$ cat config.mk
export PLATFORM = sky130hd
export DESIGN_NAME = flash_front
export DESIGN_NICKNAME = d
export VERILOG_FILES = /design/src/flash_front_pkg.sv /design/src/pin_sync.sv /design/src/flash_front.sv
export SDC_FILE = /design/constraint.sdc
export NUM_CORES = 1
export LEC_CHECK = 0
export BUFFER_PORTS_ARGS = -buffer_cell sky130_fd_sc_hd__buf_2
export CAP_MARGIN = 20
export CORE_MARGIN = 2
export CORE_UTILIZATION = 55
export CTS_CLUSTER_DIAMETER = 40
export CTS_CLUSTER_SIZE = 20
export DETAILED_ROUTE_END_ITERATION = 7
export PLACE_DENSITY = 0.81
export SLEW_MARGIN = 40
export SYNTH_ARGS = -nofsm -noshare
export SYNTH_HDL_FRONTEND = slang
export SYNTH_HIERARCHICAL = 1
export SYNTH_SLANG_ARGS = --single-unit
$ cat constraint.sdc
create_clock -name clk_sys -period 4.1 [get_ports clk_sys]
set_clock_uncertainty 0.2 [all_clocks]
set_input_delay 0.615 -clock clk_sys [delete_from_list [all_inputs] [get_ports clk_sys]]
set_output_delay 0.615 -clock clk_sys [all_outputs]
set_load 0.02 [all_outputs]
$ cat src/flash_front_pkg.sv
/*
 * shared constants for the serial flash command front end: instruction
 * codes, command classes, phase lengths and the pin reset levels.
 * assumes an eight-bit instruction sent most significant bit first.
 */
package flash_front_pkg;

    // instruction codes recognised by the front end
    localparam logic [7:0] OP_READ        = 8'h03;
    localparam logic [7:0] OP_FAST_READ   = 8'h0B;
    localparam logic [7:0] OP_QUAD_READ   = 8'hEB;
    localparam logic [7:0] OP_PARAM_READ  = 8'h5A;
    localparam logic [7:0] OP_READ_ID     = 8'h9F;
    localparam logic [7:0] OP_QUAD_ID     = 8'hAF;
    localparam logic [7:0] OP_READ_STATUS = 8'h05;
    localparam logic [7:0] OP_WAKE_ID     = 8'hAB;
    localparam logic [7:0] OP_WR_ENABLE   = 8'h06;
    localparam logic [7:0] OP_WR_DISABLE  = 8'h04;
    localparam logic [7:0] OP_PROGRAM     = 8'h02;
    localparam logic [7:0] OP_SECT_ERASE  = 8'h20;
    localparam logic [7:0] OP_BLOCK_ERASE = 8'hD8;
    localparam logic [7:0] OP_CHIP_ERASE  = 8'h60;
    localparam logic [7:0] OP_CHIP_ERASE2 = 8'hC7;
    localparam logic [7:0] OP_POWER_DOWN  = 8'hB9;
    localparam logic [7:0] OP_NO_OP       = 8'h00;
    localparam logic [7:0] OP_RESET_EN    = 8'h66;
    localparam logic [7:0] OP_RESET_MEM   = 8'h99;
    localparam logic [7:0] OP_ENTER_QUAD  = 8'h35; // enter_quad_cmd
    localparam logic [7:0] OP_EXIT_QUAD   = 8'hF5; // exit_quad_cmd

    // serial clock cycles of address and dummy before data comes out
    localparam int ADDR_CYC_SINGLE = 24;
    localparam int ADDR_CYC_QUAD   = 6;
    localparam int DUMMY_FAST      = 8;
    localparam int DUMMY_QUAD_READ = 6;

    // reset levels of {select_n, sclk, quad_io_lines}
    localparam logic [5:0] PIN_RST_VAL = 6'h20;

    // how an instruction is treated once its code is known
    typedef enum logic [2:0] {
        CLS_BAD,
        CLS_RD_REG,
        CLS_RD_ARR,
        CLS_WR_REG,
        CLS_WR_ARR
    } cmd_class_t;

endpackage

$ cat src/pin_sync.sv
/*
 * three-stage synchroniser for pins arriving from outside clk_sys.
 * a pin level is accepted once the second and third stage agree.
 * assumes the pins change slower than two clk_sys periods.
 */
`timescale 1ns/100ps
module pin_sync #(
    parameter int         W       = 6,
    parameter logic [5:0] RST_VAL = 6'h20
) (
    input  wire logic         clk_sys,
    input  wire logic         rstn,
    input  wire logic [W-1:0] pin_in,
    output logic      [W-1:0] level
);
    // elaboration check: the reset vector carries six pins at most
    if (W < 1 || W > 6) begin
        $error("pin_sync width out of range");
    end

    // all state of the synchroniser
    typedef struct packed {
        logic [W-1:0] st1_r;   // first stage, read by st2 only
        logic [W-1:0] st2_r;   // second stage
        logic [W-1:0] st3_r;   // third stage
        logic [W-1:0] level_r; // accepted level
    } sync_t;

    sync_t s_r;
    sync_t s_nxt;

    // a bit moves only when stage two and three agree
    always_comb begin
        s_nxt       = s_r;
        s_nxt.st1_r = pin_in;
        s_nxt.st2_r = s_r.st1_r;
        s_nxt.st3_r = s_r.st2_r;
        for (int i = 0; i < W; i++) begin
            if (s_r.st2_r[i] == s_r.st3_r[i]) begin
                s_nxt.level_r[i] = s_r.st3_r[i];
            end
        end
    end

    // reset to constant pin levels only
    always_ff @(posedge clk_sys or negedge rstn) begin
        if (!rstn) begin
            s_r <= {4{RST_VAL[W-1:0]}};
        end else begin
            s_r <= s_nxt;
        end
    end

    assign level = s_r.level_r;
endmodule

$ cat src/flash_front.sv
/*
 * command front end of a serial nor flash: frames instructions from the
 * bus master, drives read data, reports write-type commands on release.
 * assumes clk_sys runs well above four times the serial clock.
 */
`timescale 1ns/100ps
// Operation
// RQ1 - host checks status before each instruction
// RQ2 - unknown code: standby until select rises
// RQ3 - standby keeps output pin high-impedance
// RQ4 - known code: active until select rises
// RQ5 - sample on rising, shift out falling
// RQ6 - serial modes 0 and 3 both work
// RQ7 - read types: data out, release anytime
// RQ8 - write types: release on byte boundary
// RQ9 - array access ignored while writing busy
// RQ10 - code 35h enters four-line command mode
// RQ11 - four lines everywhere, enable bit untouched
// RQ12 - code F5h returns to single-line mode
// RQ13 - quad mode uses all four data lines
// RQ14 - host waits deselect time after mode change
// RQ15 - quad instruction byte: two nibbles, high first
// RQ16 - count bits; aligned when nonzero multiple eight
module flash_front
    import flash_front_pkg::*;
#(
    parameter int LEAD_W = 6
) (
    input  wire logic       clk_sys,
    input  wire logic       rstn,
    input  wire logic       select_n_pin,
    input  wire logic       sclk_pin,
    input  wire logic [3:0] quad_io_in,
    output logic      [3:0] quad_io_out,
    output logic      [3:0] quad_io_oe,
    input  wire logic       write_busy,
    input  wire logic [7:0] tx_byte,
    output logic            tx_take,
    output logic      [7:0] rx_byte,
    output logic            rx_valid,
    output logic      [7:0] cmd_code,
    output logic            cmd_start,
    output logic            cmd_exec,
    output logic            cmd_reject,
    output logic            quad_command_mode
);
    import flash_front_pkg::*;

    // elaboration check: 32 lead cycles must fit the counter
    if (LEAD_W < 6) begin
        $error("LEAD_W too small for address plus dummy");
    end

    typedef enum logic [2:0] {
        ST_IDLE, ST_CMD, ST_ADDR, ST_DATA, ST_WR, ST_STANDBY
    } state_t;

    // all state of the front end
    typedef struct packed {
        state_t            st;      // phase of the frame
        logic              sel_r;   // previous accepted select, high active
        logic              sclk_r;  // previous accepted clock level
        logic [2:0]        bits;    // received bits modulo eight
        logic              got;     // at least one bit since select fell
        logic [7:0]        in_sh;   // input shift register
        logic              wide;    // four-line transfer in this frame
        logic [LEAD_W-1:0] lead;    // cycles left before data out
        logic [7:0]        out_sh;  // output shift register
        logic [2:0]        out_left;
        logic [3:0]        io_out;
        logic [3:0]        io_oe;
        logic [7:0]        code;
        cmd_class_t        cls;
        logic              quad;    // quad_command_mode
        logic              take;
        logic [7:0]        rx;
        logic              rxv;
        logic              start;
        logic              exec;
        logic              reject;
    } front_t;

    front_t s_r;
    front_t s_nxt;
    logic [5:0] pins;   // {select_n, sclk, quad_io_lines}

    pin_sync #(
        .W       (6),
        .RST_VAL (PIN_RST_VAL)
    ) u_sync (
        .clk_sys (clk_sys),
        .rstn    (rstn),
        .pin_in  ({select_n_pin, sclk_pin, quad_io_in}),
        .level   (pins)
    );

    // classify a code; validity depends on the command mode
    function automatic cmd_class_t op_class(input logic [7:0] op,
                                            input logic       quad);
        case (op)
            OP_READ, OP_FAST_READ, OP_PARAM_READ:
                op_class = quad ? CLS_BAD : CLS_RD_ARR;
            OP_QUAD_READ:
                op_class = CLS_RD_ARR;
            OP_READ_ID:
                op_class = quad ? CLS_BAD : CLS_RD_REG;
            OP_QUAD_ID:
                op_class = quad ? CLS_RD_REG : CLS_BAD;
            OP_READ_STATUS, OP_WAKE_ID:
                op_class = CLS_RD_REG;
            OP_PROGRAM, OP_SECT_ERASE, OP_BLOCK_ERASE, OP_CHIP_ERASE,
            OP_CHIP_ERASE2:
                op_class = CLS_WR_ARR;
            OP_WR_ENABLE, OP_WR_DISABLE, OP_POWER_DOWN, OP_NO_OP,
            OP_RESET_EN, OP_RESET_MEM:
                op_class = CLS_WR_REG;
            OP_ENTER_QUAD:
                op_class = quad ? CLS_BAD : CLS_WR_REG;
            OP_EXIT_QUAD:
                op_class = quad ? CLS_WR_REG : CLS_BAD;
            default:
                op_class = CLS_BAD;
        endcase
    endfunction

    // serial clock cycles of address plus dummy ahead of read data
    function automatic logic [LEAD_W-1:0] lead_cyc(input logic [7:0] op,
                                                   input logic       wide);
        int n;
        n = 0;
        case (op)
            OP_READ:       n = ADDR_CYC_SINGLE;
            OP_FAST_READ,
            OP_PARAM_READ: n = ADDR_CYC_SINGLE + DUMMY_FAST;
            OP_QUAD_READ:  n = (wide ? ADDR_CYC_QUAD : ADDR_CYC_SINGLE)
                               + DUMMY_QUAD_READ;
            default:       n = 0;
        endcase
        lead_cyc = n[LEAD_W-1:0];
    endfunction

    logic       sel_now;
    logic       cs_fall;
    logic       cs_rise;
    logic       rise_ev;
    logic       fall_ev;
    logic       aligned;
    logic [2:0] bits_inc;
    logic [7:0] sh_in;
    logic       byte_done;
    cmd_class_t cls_new;

    // edge detection on the accepted pin levels
    assign sel_now  = ~pins[5];
    assign cs_fall  = sel_now & ~s_r.sel_r;
    assign cs_rise  = ~sel_now & s_r.sel_r;
    assign rise_ev  = pins[4] & ~s_r.sclk_r;
    assign fall_ev  = ~pins[4] & s_r.sclk_r;
    assign aligned  = s_r.got && (s_r.bits == 3'h0);            // [RQ16]
    // four lines carry a nibble per edge, high nibble first  [RQ15][RQ13]
    assign bits_inc = s_r.bits + (s_r.wide ? 3'h4 : 3'h1);
    assign sh_in    = s_r.wide ? {s_r.in_sh[3:0], pins[3:0]}
                               : {s_r.in_sh[6:0], pins[0]};
    assign byte_done = (bits_inc == 3'h0);
    assign cls_new  = op_class(sh_in, s_r.quad);

    // next-state logic of the whole frame
    always_comb begin
        s_nxt        = s_r;
        s_nxt.sel_r  = sel_now;
        s_nxt.sclk_r = pins[4];
        s_nxt.take   = 1'b0;
        s_nxt.rxv    = 1'b0;
        s_nxt.start  = 1'b0;
        s_nxt.exec   = 1'b0;
        s_nxt.reject = 1'b0;
        if (cs_fall) begin
            // clock level at select fall is ignored: mode 0 or 3  [RQ6]
            s_nxt.st       = ST_CMD;
            s_nxt.bits     = 3'h0;
            s_nxt.got      = 1'b0;
            s_nxt.wide     = s_r.quad;                         // [RQ11]
            s_nxt.out_left = 3'h0;
            s_nxt.io_oe    = 4'h0;
        end else if (cs_rise) begin
            // write types run only on a byte-aligned release  [RQ8]
            if (s_r.st == ST_WR) begin
                if (aligned && !(s_r.cls == CLS_WR_ARR && write_busy)) begin
                    s_nxt.exec = 1'b1;
                    // mode flips; quad_enable_bit is not touched  [RQ11]
                    if (s_r.code == OP_ENTER_QUAD) begin
                        s_nxt.quad = 1'b1;                     // [RQ10]
                    end else if (s_r.code == OP_EXIT_QUAD) begin
                        s_nxt.quad = 1'b0;                     // [RQ12]
                    end
                end else begin
                    // busy array writes are dropped as well  [RQ9]
                    s_nxt.reject = 1'b1;
                end
            end
            // a read may end after any output bit  [RQ7]
            s_nxt.st    = ST_IDLE;
            s_nxt.io_oe = 4'h0;
        end else if (sel_now && rise_ev && (s_r.st == ST_CMD ||
                     s_r.st == ST_ADDR || s_r.st == ST_WR)) begin
            // inputs are taken on the rising clock edge  [RQ5]
            s_nxt.in_sh = sh_in;
            s_nxt.bits  = bits_inc;
            s_nxt.got   = 1'b1;
            if (s_r.st == ST_CMD) begin
                if (byte_done) begin
                    s_nxt.code = sh_in;
                    s_nxt.cls  = cls_new;
                    if (cls_new == CLS_BAD ||
                        (cls_new == CLS_RD_ARR && write_busy)) begin
                        s_nxt.st = ST_STANDBY;             // [RQ2][RQ9]
                    end else begin
                        // a known code holds the frame active  [RQ4]
                        s_nxt.start = 1'b1;
                        if (sh_in == OP_QUAD_READ) begin
                            s_nxt.wide = 1'b1;
                        end
                        if (cls_new == CLS_WR_REG ||
                            cls_new == CLS_WR_ARR) begin
                            s_nxt.st = ST_WR;
                        end else begin
                            // eb takes a four-line address in either mode
                            s_nxt.lead = lead_cyc(sh_in, s_nxt.wide);
                            s_nxt.st   = (lead_cyc(sh_in, s_nxt.wide) == '0)
                                         ? ST_DATA : ST_ADDR;  // [RQ7]
                        end
                    end
                end
            end else begin
                // address and payload bytes go to the user side
                if (byte_done) begin
                    s_nxt.rx  = sh_in;
                    s_nxt.rxv = 1'b1;
                end
                if (s_r.st == ST_ADDR) begin
                    s_nxt.lead = s_r.lead - 1'b1;
                    if (s_r.lead == 1) begin
                        s_nxt.st = ST_DATA;
                    end
                end
            end
        end else if (sel_now && fall_ev && s_r.st == ST_DATA) begin
            // outputs move on the falling clock edge  [RQ5]
            if (s_r.out_left == 3'h0) begin
                s_nxt.out_sh   = tx_byte;
                s_nxt.take     = 1'b1;
                s_nxt.out_left = s_r.wide ? 3'h1 : 3'h7;
            end else begin
                s_nxt.out_sh   = s_r.wide ? {s_r.out_sh[3:0], 4'h0}
                                          : {s_r.out_sh[6:0], 1'b0};
                s_nxt.out_left = s_r.out_left - 1'b1;
            end
            // quad drives all four lines, single only the output line
            if (s_r.wide) begin
                s_nxt.io_out = s_nxt.out_sh[7:4];              // [RQ13]
                s_nxt.io_oe  = 4'hF;
            end else begin
                s_nxt.io_out = {2'b00, s_nxt.out_sh[7], 1'b0};
                s_nxt.io_oe  = 4'h2;
            end
        end
        // standby never drives the lines  [RQ3]
        if (s_nxt.st == ST_STANDBY || s_nxt.st == ST_IDLE) begin
            s_nxt.io_oe = 4'h0;
        end
    end

    // state register; constants only under reset
    always_ff @(posedge clk_sys or negedge rstn) begin
        if (!rstn) begin
            s_r <= '{st: ST_IDLE, cls: CLS_BAD, default: '0};
        end else begin
            s_r <= s_nxt;
        end
    end

    assign quad_io_out       = s_r.io_out;
    assign quad_io_oe        = s_r.io_oe;
    assign tx_take           = s_r.take;
    assign rx_byte           = s_r.rx;
    assign rx_valid          = s_r.rxv;
    assign cmd_code          = s_r.code;
    assign cmd_start         = s_r.start;
    assign cmd_exec          = s_r.exec;
    assign cmd_reject        = s_r.reject;
    assign quad_command_mode = s_r.quad;
endmodule

; Yosys cells after proc, flatten, opt, wreduce, memory -nomap -nowiden
; Index checks and enable logic that the tools add are counted.
[word_totals]
out_inout_bits = 30
register_bits = 92
wordCells = 205
input_bits = 17
[classes]
n_reduce_logical = 43
mux = 71
eq_ne = 45
bitwise_logic = 12
addsub = 4
[op_table]
columns = operator, n
row1 = 8-bit == test (second input constant), 10
row2 = 6-bit two-way mux, 10
row3 = 19-bit two-way mux, 3
row4 = 3-bit two-way mux, 12
row5 = 34-bit two-way mux, 1
row6 = 3-bit one-hot mux with 9 select lines, 1
row7 = 8-bit by 3-bit == test with 1-bit output (second input constant), 3
row8 = 8-bit by 6-bit == test with 1-bit output (second input constant), 3
row9 = 8-bit by 7-bit == test with 1-bit output (second input constant), 3
row10 = 8-bit two-way mux, 3
row11 = 1-bit two-way mux, 22
row12 = 11-bit two-way mux, 2
row13 = 5-bit AND reduction, 4
row14 = 9-bit two-way mux, 2
row15 = 6-bit one-hot mux with 3 select lines, 1
row16 = 8-bit by 2-bit == test with 1-bit output (second input constant), 2
row17 = 4-bit two-way mux, 4
row18 = 3-bit zero test, 5
row19 = 7-bit two-way mux, 2
row20 = 13-bit two-way mux, 1
row21 = 3-bit by 2-bit == test with 1-bit output (second input constant), 4
row22 = 3-bit == test (second input constant), 4
row23 = 2-bit inequality test (second input constant), 6
row24 = 2-bit nonzero test, 6
row25 = other kinds (28), 61

; Longest topological paths before layout
; Gate-level depths: netlist of the first run.
[depth]
depth_word = 36
mapped_depth = 13
ltp_nobuf = 11

; Cells and area by module
; The synthesis of the first run kept the hierarchy.
[modules_own_cells]
columns = mod, cells_each, instances, seq_area_each_um2, area_per_inst_um2
row1 = flash_front, 418, 1, 1601.5, 3803.6
row2 = pin_sync, 36, 1, 605.6, 718.2

; Worst setup path after synthesis of the first run
; No wires, ideal clock.
[synth_path]
path_kind = register to register
startpoint = register s_r[50] in the netlist's numbering
endpoint = register s_r (netlist bit cmd_code[0])
required_time_ps = 3775
path_buffers = 3
period_less_slack_ps = 3130
slack_ps = 970
path_stages_with_launch = 12
arrival_ps = 2805
setup_time_ps = 125
cell_sequence = dfrtp_1 > buf_4 > inv_1 > clkbuf_1 > ha_1 > ha_1 > xnor2_1 > xnor2_1 > or4_1 > nor2_1 > buf_1 > mux2_2
[synth_via]
elab_chain_len = 4
[synth_rtl]
columns = item, line_no
row1 = from (decl), flash_front.sv:83  ; front_t s_r;
row2 = from (signal assigned), flash_front.sv:278  ; s_r <= s_nxt;
row3 = 3-bit two-way mux, flash_front.sv:161  ; assign bits_inc = s_r.bits + (s_r.wide ? 3'h4 : 3'h1);
row4 = 3-bit adder, flash_front.sv:161
row5 = 3-bit zero test, flash_front.sv:164  ; assign byte_done = (bits_inc == 3'h0);
row6 = 5-bit AND reduction (no source line), n/a
; No other way between the ends.
; A chain may end at the register's enable or synchronous reset.

; Worst setup path in the final report of the first run
[layout_path]
startpoint = register s_r[50] in the netlist's numbering
endpoint = register s_r[47] in the netlist's numbering
[layout_via]
elab_chain_len = 16
elab_cells_between_ends = 56
classes_between = add/sub: 2 / eq/ne: 26 / mux: 16 / reduce/logical: 12
[layout_rtl]
columns = item, line_no
row1 = 8-bit two-way mux, flash_front.sv:162  ; assign sh_in = s_r.wide ? {s_r.in_sh[3:0], pins[3:0]}
row2 = 8-bit == test, "flash_front.sv:100, flash_front.sv:131, flash_front.sv:220"
row3 = 1-bit two-way mux, flash_front.sv:220  ; if (sh_in == OP_QUAD_READ) begin
row4 = 1-bit two-way mux, flash_front.sv:214  ; if (cls_new == CLS_BAD ||
row5 = 1-bit two-way mux, flash_front.sv:211  ; if (byte_done) begin
row6 = 1-bit two-way mux, flash_front.sv:210  ; if (s_r.st == ST_CMD) begin
row7 = 1-bit two-way mux, flash_front.sv:204  ; end else if (sel_now && rise_ev && (s_r.st == ST_CMD ||
row8 = 1-bit two-way mux, flash_front.sv:185  ; end else if (cs_rise) begin
row9 = 1-bit two-way mux, flash_front.sv:177  ; if (cs_fall) begin
row10 = 5-bit two-way mux, flash_front.sv:135  ; OP_QUAD_READ: n = (wide ? ADDR_CYC_QUAD : ADDR_CYC_SINGLE)
row11 = 5-bit by 3-bit adder with 6-bit output, flash_front.sv:136  ; + DUMMY_QUAD_READ;
row12 = 6-bit one-hot mux with 3 select lines, flash_front.sv:131  ; case (op)
row13 = 6-bit two-way mux, flash_front.sv:223  ; if (cls_new == CLS_WR_REG ||
row14 = 7-bit two-way mux, flash_front.sv:214
row15 = 7-bit two-way mux, flash_front.sv:211
row16 = 6-bit two-way mux, flash_front.sv:210
; Several ways; a longest one is shown, not always the timed one. The select of a mux whose other input is x is not followed.

==> results.md, run 1 <==
- Sequential Power Share: 46.5%
- Reg2Reg Depth: 10
- FILL cells: 690
- Critical path peak fanout: 15
- Port buffer count: 46
- RR Startpoint: s_r[50]
- Post-layout min period: 3.50 ns
- Post-synthesis async set-or-reset flop share: 100%
- Max-cap violations: 0
- Maximum vdd ir drop: 0.000192 V
- Final Slew Violations: 0
- Clock Path Buffers: 2
- Worst Tran Pin Value: 0.696 ns
- PostCTS Resize Cnt: 0
- Vias: 3431
- Final Hold Fails: 0
- Total CTS buffers: 9
- Post-synthesis sequential area ratio: 48.8%
- Comb power frac: 30.0%
- CTS clk-pin slew, worst paths: 0.08 ns
- WL/cell: 16.1 um
- Clk root buf: clkbuf_8
- Hold Buf Count CTS: 0
- Initial Util: 55.9%
- Placer Congestion: 0.960
- Die ar.: 8960 um^2
- Yosys Warn Count: 6
- Syn avg cell area: 9.96 um^2
- Post-synth EDFFs: 0
- P&R area growth vs syn: 6.81%
- Final period util: 85.3%
- Antenna cell count: 0
- Total power: 2530 uW
- Unrepaired setup endpoints after global routing: false
- Largest net degree at the start of global routing: 76
- CTS tree: done
- DRT antenna net count: 0
- Final setup violation count: 0
- Top area cells in the synthesized netlist: dfrtp_1, buf_4, nor2_1
- Design area: 4830 um^2
- Distinct cells, synth: 66
- Critical path arrival: 3.54 ns
- Final cell count without fillers: 576
- Top cell type's share of synthesized area: 46.5%
- CTS Sinks: 88
- Synth Instances: 454
- GR Util All Layers: 22.1%
- Most used DFF post-synth: dfrtp_1
- Layout cells sized above 1: 22.1%
- CP endpoint kind: flop
- DR DRC count: 0
- Internal Pwr Total: 1590 uW
- Vias in the first global route: 3151
- Chip Height: 94.7 um
- Final TNS setup: 0 ns
- Die Width: 94.7 um
- Outcome: finished clean
- CP Data Required Time: 4.14 ns
- Tightest Hold Check Type: in2async
- WL final: 9.29 mm
- Relative slew margins: 53.4%
- First-pass GRT wire length: 15.5 mm
- Net Sw Frac: 37.2%
- Worst skew pair latency: 0.36 ns
- Crit path launch type: flop
- Power Density: 525 nW/um^2
- Clock Power Share: 23.5%
- Grt ovf: 0
- Crit Path Category: reg2reg
- Synth Net Count: 479
- H-tree lvl count: 3
- Psw: 942 uW
- Rows: 33
- Mapped Area: 4520 um^2
- DR vias/cell: 5.96
- HPWL Detailed: 6.44 mm
- Ports: 47
- Leakage: 0.00220 uW
- Cells after DPL: 560
- Area of placed instances: 4640 um^2
- Setup crit start: s_r[50]
- Placeable Area: 8090 um^2
- 1st-iter DRT viols: 208
- Initial antenna violation count: 0
- Fmax: 0.286 GHz
- DRT Pass-1 Iters: 7
- Nets: 491
- Yosys reg bits: 88
- Post-synth top area cell: dfrtp_1
- Setup Buffers After CTS: 0
[synthesized netlist by cell type, types with 4 or more instances]
library cell,number
a21o_1,4
a21oi_1,26
a21oi_2,7
a22o_1,5
a31oi_1,4
and3_1,8
buf_4,31
clkbuf_1,19
dfrtp_1,84
dfstp_2,4
ha_1,8
inv_1,14
maj3_2,6
mux2_2,6
mux2i_1,12
nand2_1,33
nand2b_1,9
nand3_1,13
nand4_1,6
nor2_1,40
nor2b_1,4
nor3_1,9
nor3b_1,5
o21ai_0,23
o31ai_1,6
[cell type report]
cell class / count / area (um^2) / share of cell area, %
repair buffers: 57 / 319 / 6.61
inverters: 14 / 52.6 / 1.09
clock inverters: 7 / 70.1 / 1.45
flip-flops and latches: 88 / 2210 / 45.7
clock buffers: 9 / 124 / 2.56
multi-input cells: 296 / 1930 / 39.9
well taps: 105 / 131 / 2.72
[cell usage in the layout, fill, tap and decap left out, drive strengths merged, types with 4 or more instances in the layout]
cell and instances:
buf 57, clkbuf 9, a22o 5, nor2 40
a31oi 4, nor3 9, mux2i 12, nand2b 9
dfstp 4, nand2 33, a211oi 4, maj3 6
mux2 6, ha 8, nor2b 4, o31ai 6
nand4 6, o21ai 25, inv 16, a21oi 33
nand3 13, dfrtp 84, a21o 4, nor3b 5
or4b 4, and3 8
[worst max-delay path: stages, from the launching register on]
cell and delay [ns]:
dfrtp_1 0.59, buf_4 0.30, or4_4 0.54, a21oi_2 0.26, nand4_1 0.15, a31o_1 0.28
a211o_1 0.31, a211oi_2 0.21, buf_4 0.23, o21ai_1 0.09, a32o_1 0.22
[registers in the layout, indices dropped and copies added, names as in the netlist, 2 cells and up]
register and count:
quad_io_oe 2, u_sync/s_nxt 12, quad_io_out 4, u_sync/s_r 6
rx_byte 8, cmd_code 8, s_r 36, u_sync/level 6
[metrics by stage]
stage / hold WS (ns) / util (%) / setup WS [ns]
2_1_floorplan: 0.119 / - / 0.970
3_3_place_gp: 0.132 / 57.2 / 0.701
3_5_place_dp: 0.136 / 57.3 / 0.671
4_1_cts: 0.0909 / 59.7 / 0.653
5_1_grt: 0.125 / 59.7 / 0.432
6_report: 0.0720 / 59.7 / 0.604
[power by group through the flow]
| stage | Sequential [uW] | Clock (uW) | Combinational [uW] |
|---|---|---|---|
| final | 1180 | 595 | 760 |
| after global routing | 1210 | 652 | 837 |
| after CTS | 1180 | 609 | 755 |
| after detailed placement | 1190 | 0 | 750 |
| after global placement | 1180 | 0 | 736 |
| after floorplan | 1100 | 0 | 696 |
[cells by family after synthesis]
group | share of synthesized area (%)
AND/OR/NAND/NOR | 18.0
AO/OA/AOI/OAI | 16.3
flip-flops | 48.8
buffers and inverters | 8.61
multiplexers | 4.15
adder cells (fa/ha/maj) | 3.71
XOR/XNOR | 0.387
[worst paths after layout]
kind / to / slack (ns)
setup reg to reg: s_r[47] / 0.60
min in group clk_sys: u_sync/s_nxt[17] / 0.15
max in group asynchronous: s_r[62] / 2.98
hold / removal: u_sync/s_nxt[14] / 0.07
hold reg to reg: u_sync/s_nxt[6] / 0.15
setup / recovery: s_r[47] / 0.60
[per-layer routing]
layer / track usage (%) / up-vias / wire (um)
met3: 3.83 / 16 / 502
met5: 0 / - / 0
met4: 9.66 / 0 / 178
met1: 30.8 / 1669 / 4150
li1: - / 1623 / -
met2: 33.8 / 123 / 4460
Note: power is estimated with default switching activity, not from simulation.
==> run 2, diff against run 1 <==
CORE_UTILIZATION = 59   (was 55)
PLACE_DENSITY = 0.86   (was 0.81)
==> results.md, run 2 (same netlist as run 1, synthesis figures left out) <==
- Outcome: finished clean
- Relative slew margins: 58.1% (+4.6 points)
- WL/cell: 15.7 um (-2.5%)
- CTS clk-pin slew, worst paths: 0.09 ns (about the same)
- Layout cells sized above 1: 21.9% (-0.17 points)
- Final Slew Violations: 0 (unchanged)
- Initial antenna violation count: 0 (unchanged)
- CTS Sinks: 88 (unchanged)
- Port buffer count: 46 (unchanged)
- Die Width: 91.5 um (-3.3%)
- GR Util All Layers: 22.9% (+0.81 points)
- Crit-path cells: buf_4 -> nand3_1 -> o21ai_0 -> or4b_1 -> a31o_1 -> a211o_1 -> a211oi_2 -> buf_4 -> mux2i_1
- Ports: 47 (unchanged)
- Largest net degree at the start of global routing: 71 (-6.6%)
- Placeable Area: 7330 um^2 (-9.4%)
- Chip Height: 91.5 um (-3.3%)
- Maximum vdd ir drop: 0.000242 V (+26%)
- Most common cell after layout, fill and taps aside: dfrtp_1
- Antenna cell count: 0 (unchanged)
- DRT antenna net count: 0 (unchanged)
- Die ar.: 8380 um^2 (-6.5%)
- Initial Util: 61.7% (+5.8 points)
- Vias: 3388 (-1.3%)
- Commonest non-fill, non-tap cells in the layout: dfrtp_1, buf_2, nor2_1, nand2_1, a21oi_1
- Layout Utilization: 66.1% (+6.4 points)
- Placer Congestion: 0.939 (-2.2%)
- Final TNS setup: 0 ns (unchanged)
- Max-cap violations: 0 (unchanged)
- Max incr delay on CP: 0.75 ns (+0.16 ns)
- 1st-iter DRT viols: 381 (+83%)
- DR vias/cell: 5.95 (about the same)
- Worst Tran Pin Value: 0.629 ns (-0.0673 ns)
- DRT Pass-1 Iters: 6 (-1)
- Rows: 31 (-6.1%)
- CP endpoint kind: flop
- Tightest Hold Check Type: in2async
- WL final: 8.95 mm (-3.7%)
- First-pass GRT wire length: 15.3 mm (-1.1%)
- Fin Hold WS: 0.0437 ns (-0.0283 ns)
- CP max-delay cell: dfrtp_1
- DR DRC count: 0 (unchanged)
- Biggest register: s_r
- Total CTS buffers: 9 (unchanged)
- CP Data Required Time: 4.18 ns (+0.04 ns)
- Critical path arrival: 3.55 ns (about the same)
- Nets: 490 (-0.20%)
- Max FFs per register: 36 (unchanged)
- Final setup violation count: 0 (unchanged)
- Grt ovf: 0 (unchanged)
- Post-layout min period: 3.48 ns (-0.0209 ns)
- Crit Path Category: reg2reg
- PostCTS Resize Cnt: 0 (unchanged)
- Hold Buf Count CTS: 0 (unchanged)
- Power Density: 536 nW/um^2 (+2.0%)
- Clk root buf: clkbuf_8
- HPWL Detailed: 6.22 mm (-3.4%)
- Unrepaired setup endpoints after global routing: false
- CP most frequent cell: buf_4
- P&R area growth vs syn: 7.17%
- H-tree lvl count: 3 (unchanged)
- Leakage: 0.00220 uW (about the same)
- Critical path peak fanout: 20 (+5)
- Final period util: 84.8% (-0.51 points)
- Setup Buffers After CTS: 0 (unchanged)
- Worst skew pair latency: 0.36 ns (about the same)
- Clock Path Buffers: 2 (unchanged)
- CTS tree: done
- Final Hold Fails: 0 (unchanged)
- Fmax: 0.288 GHz (+0.60%)
- Crit path launch type: flop
- Vias in the first global route: 3189 (+1.2%)
run 2: worst paths after layout:
check	slack [ns]	from	cells after the start	to
hold reg to reg	0.15	u_sync/s_nxt[13]	0	u_sync/s_nxt[7]
max in group asynchronous	2.98	rstn	2	rx_byte[4]
min in group clk_sys	0.15	select_n_pin	1	u_sync/s_nxt[17]
hold / removal	0.04	rstn	1	rx_byte[6]
setup / recovery	0.62	s_r[50]	9	s_r[44]
setup reg to reg	0.62	s_r[50]	9	s_r[44]
run 2: where the power goes:
part           internal [uW]  switching [uW]  total (uW)
Combinational            301             447         748
Sequential              1010             177        1190
Clock                    348             314         662
Total                   1660             939        2600
run 2: cell type report:
class / count / area [um^2]
clock inverters: 7 / 101
repair buffers: 56 / 312
well taps: 99 / 124
multi-input cells: 296 / 1930
fillers: 556 / 2480
inverters: 14 / 52.6
flip-flops and latches: 88 / 2210
clock buffers: 9 / 124
run 2: critical path, delay by kind of cell, from the launching register on:
| kind | cells | cell delay [ns] |
|---|---|---|
| flops | 1 | 0.75 |
| simple gates | 2 | 0.68 |
| mux | 1 | 0.21 |
| compound gates | 4 | 0.95 |
| buf+inv | 2 | 0.59 |
run 2: per-layer routing:
metal / GRT usage (%) / vias up / share of wire, % / routed length [um]
li1: - / 1615 / - / -
met2: 34.1 / 138 / 46 / 4130
met5: 0 / - / 0 / 0
met1: 32.2 / 1614 / 45 / 4050
met3: 4.56 / 21 / 6.4 / 571
met4: 10.6 / 0 / 2.3 / 206
run 2: metrics by stage:
stage               instance area, um^2  setup slack [ns]  total power (uW)  instances
floorplan                          4520             0.970              1800        454
detailed placement                 4620             0.672              1930        553
global route                       4850             0.412              2750        569
finish                             4850             0.625              2600        569
CTS                                4850             0.650              2600        569
global placement                   4620             0.832              1910        553
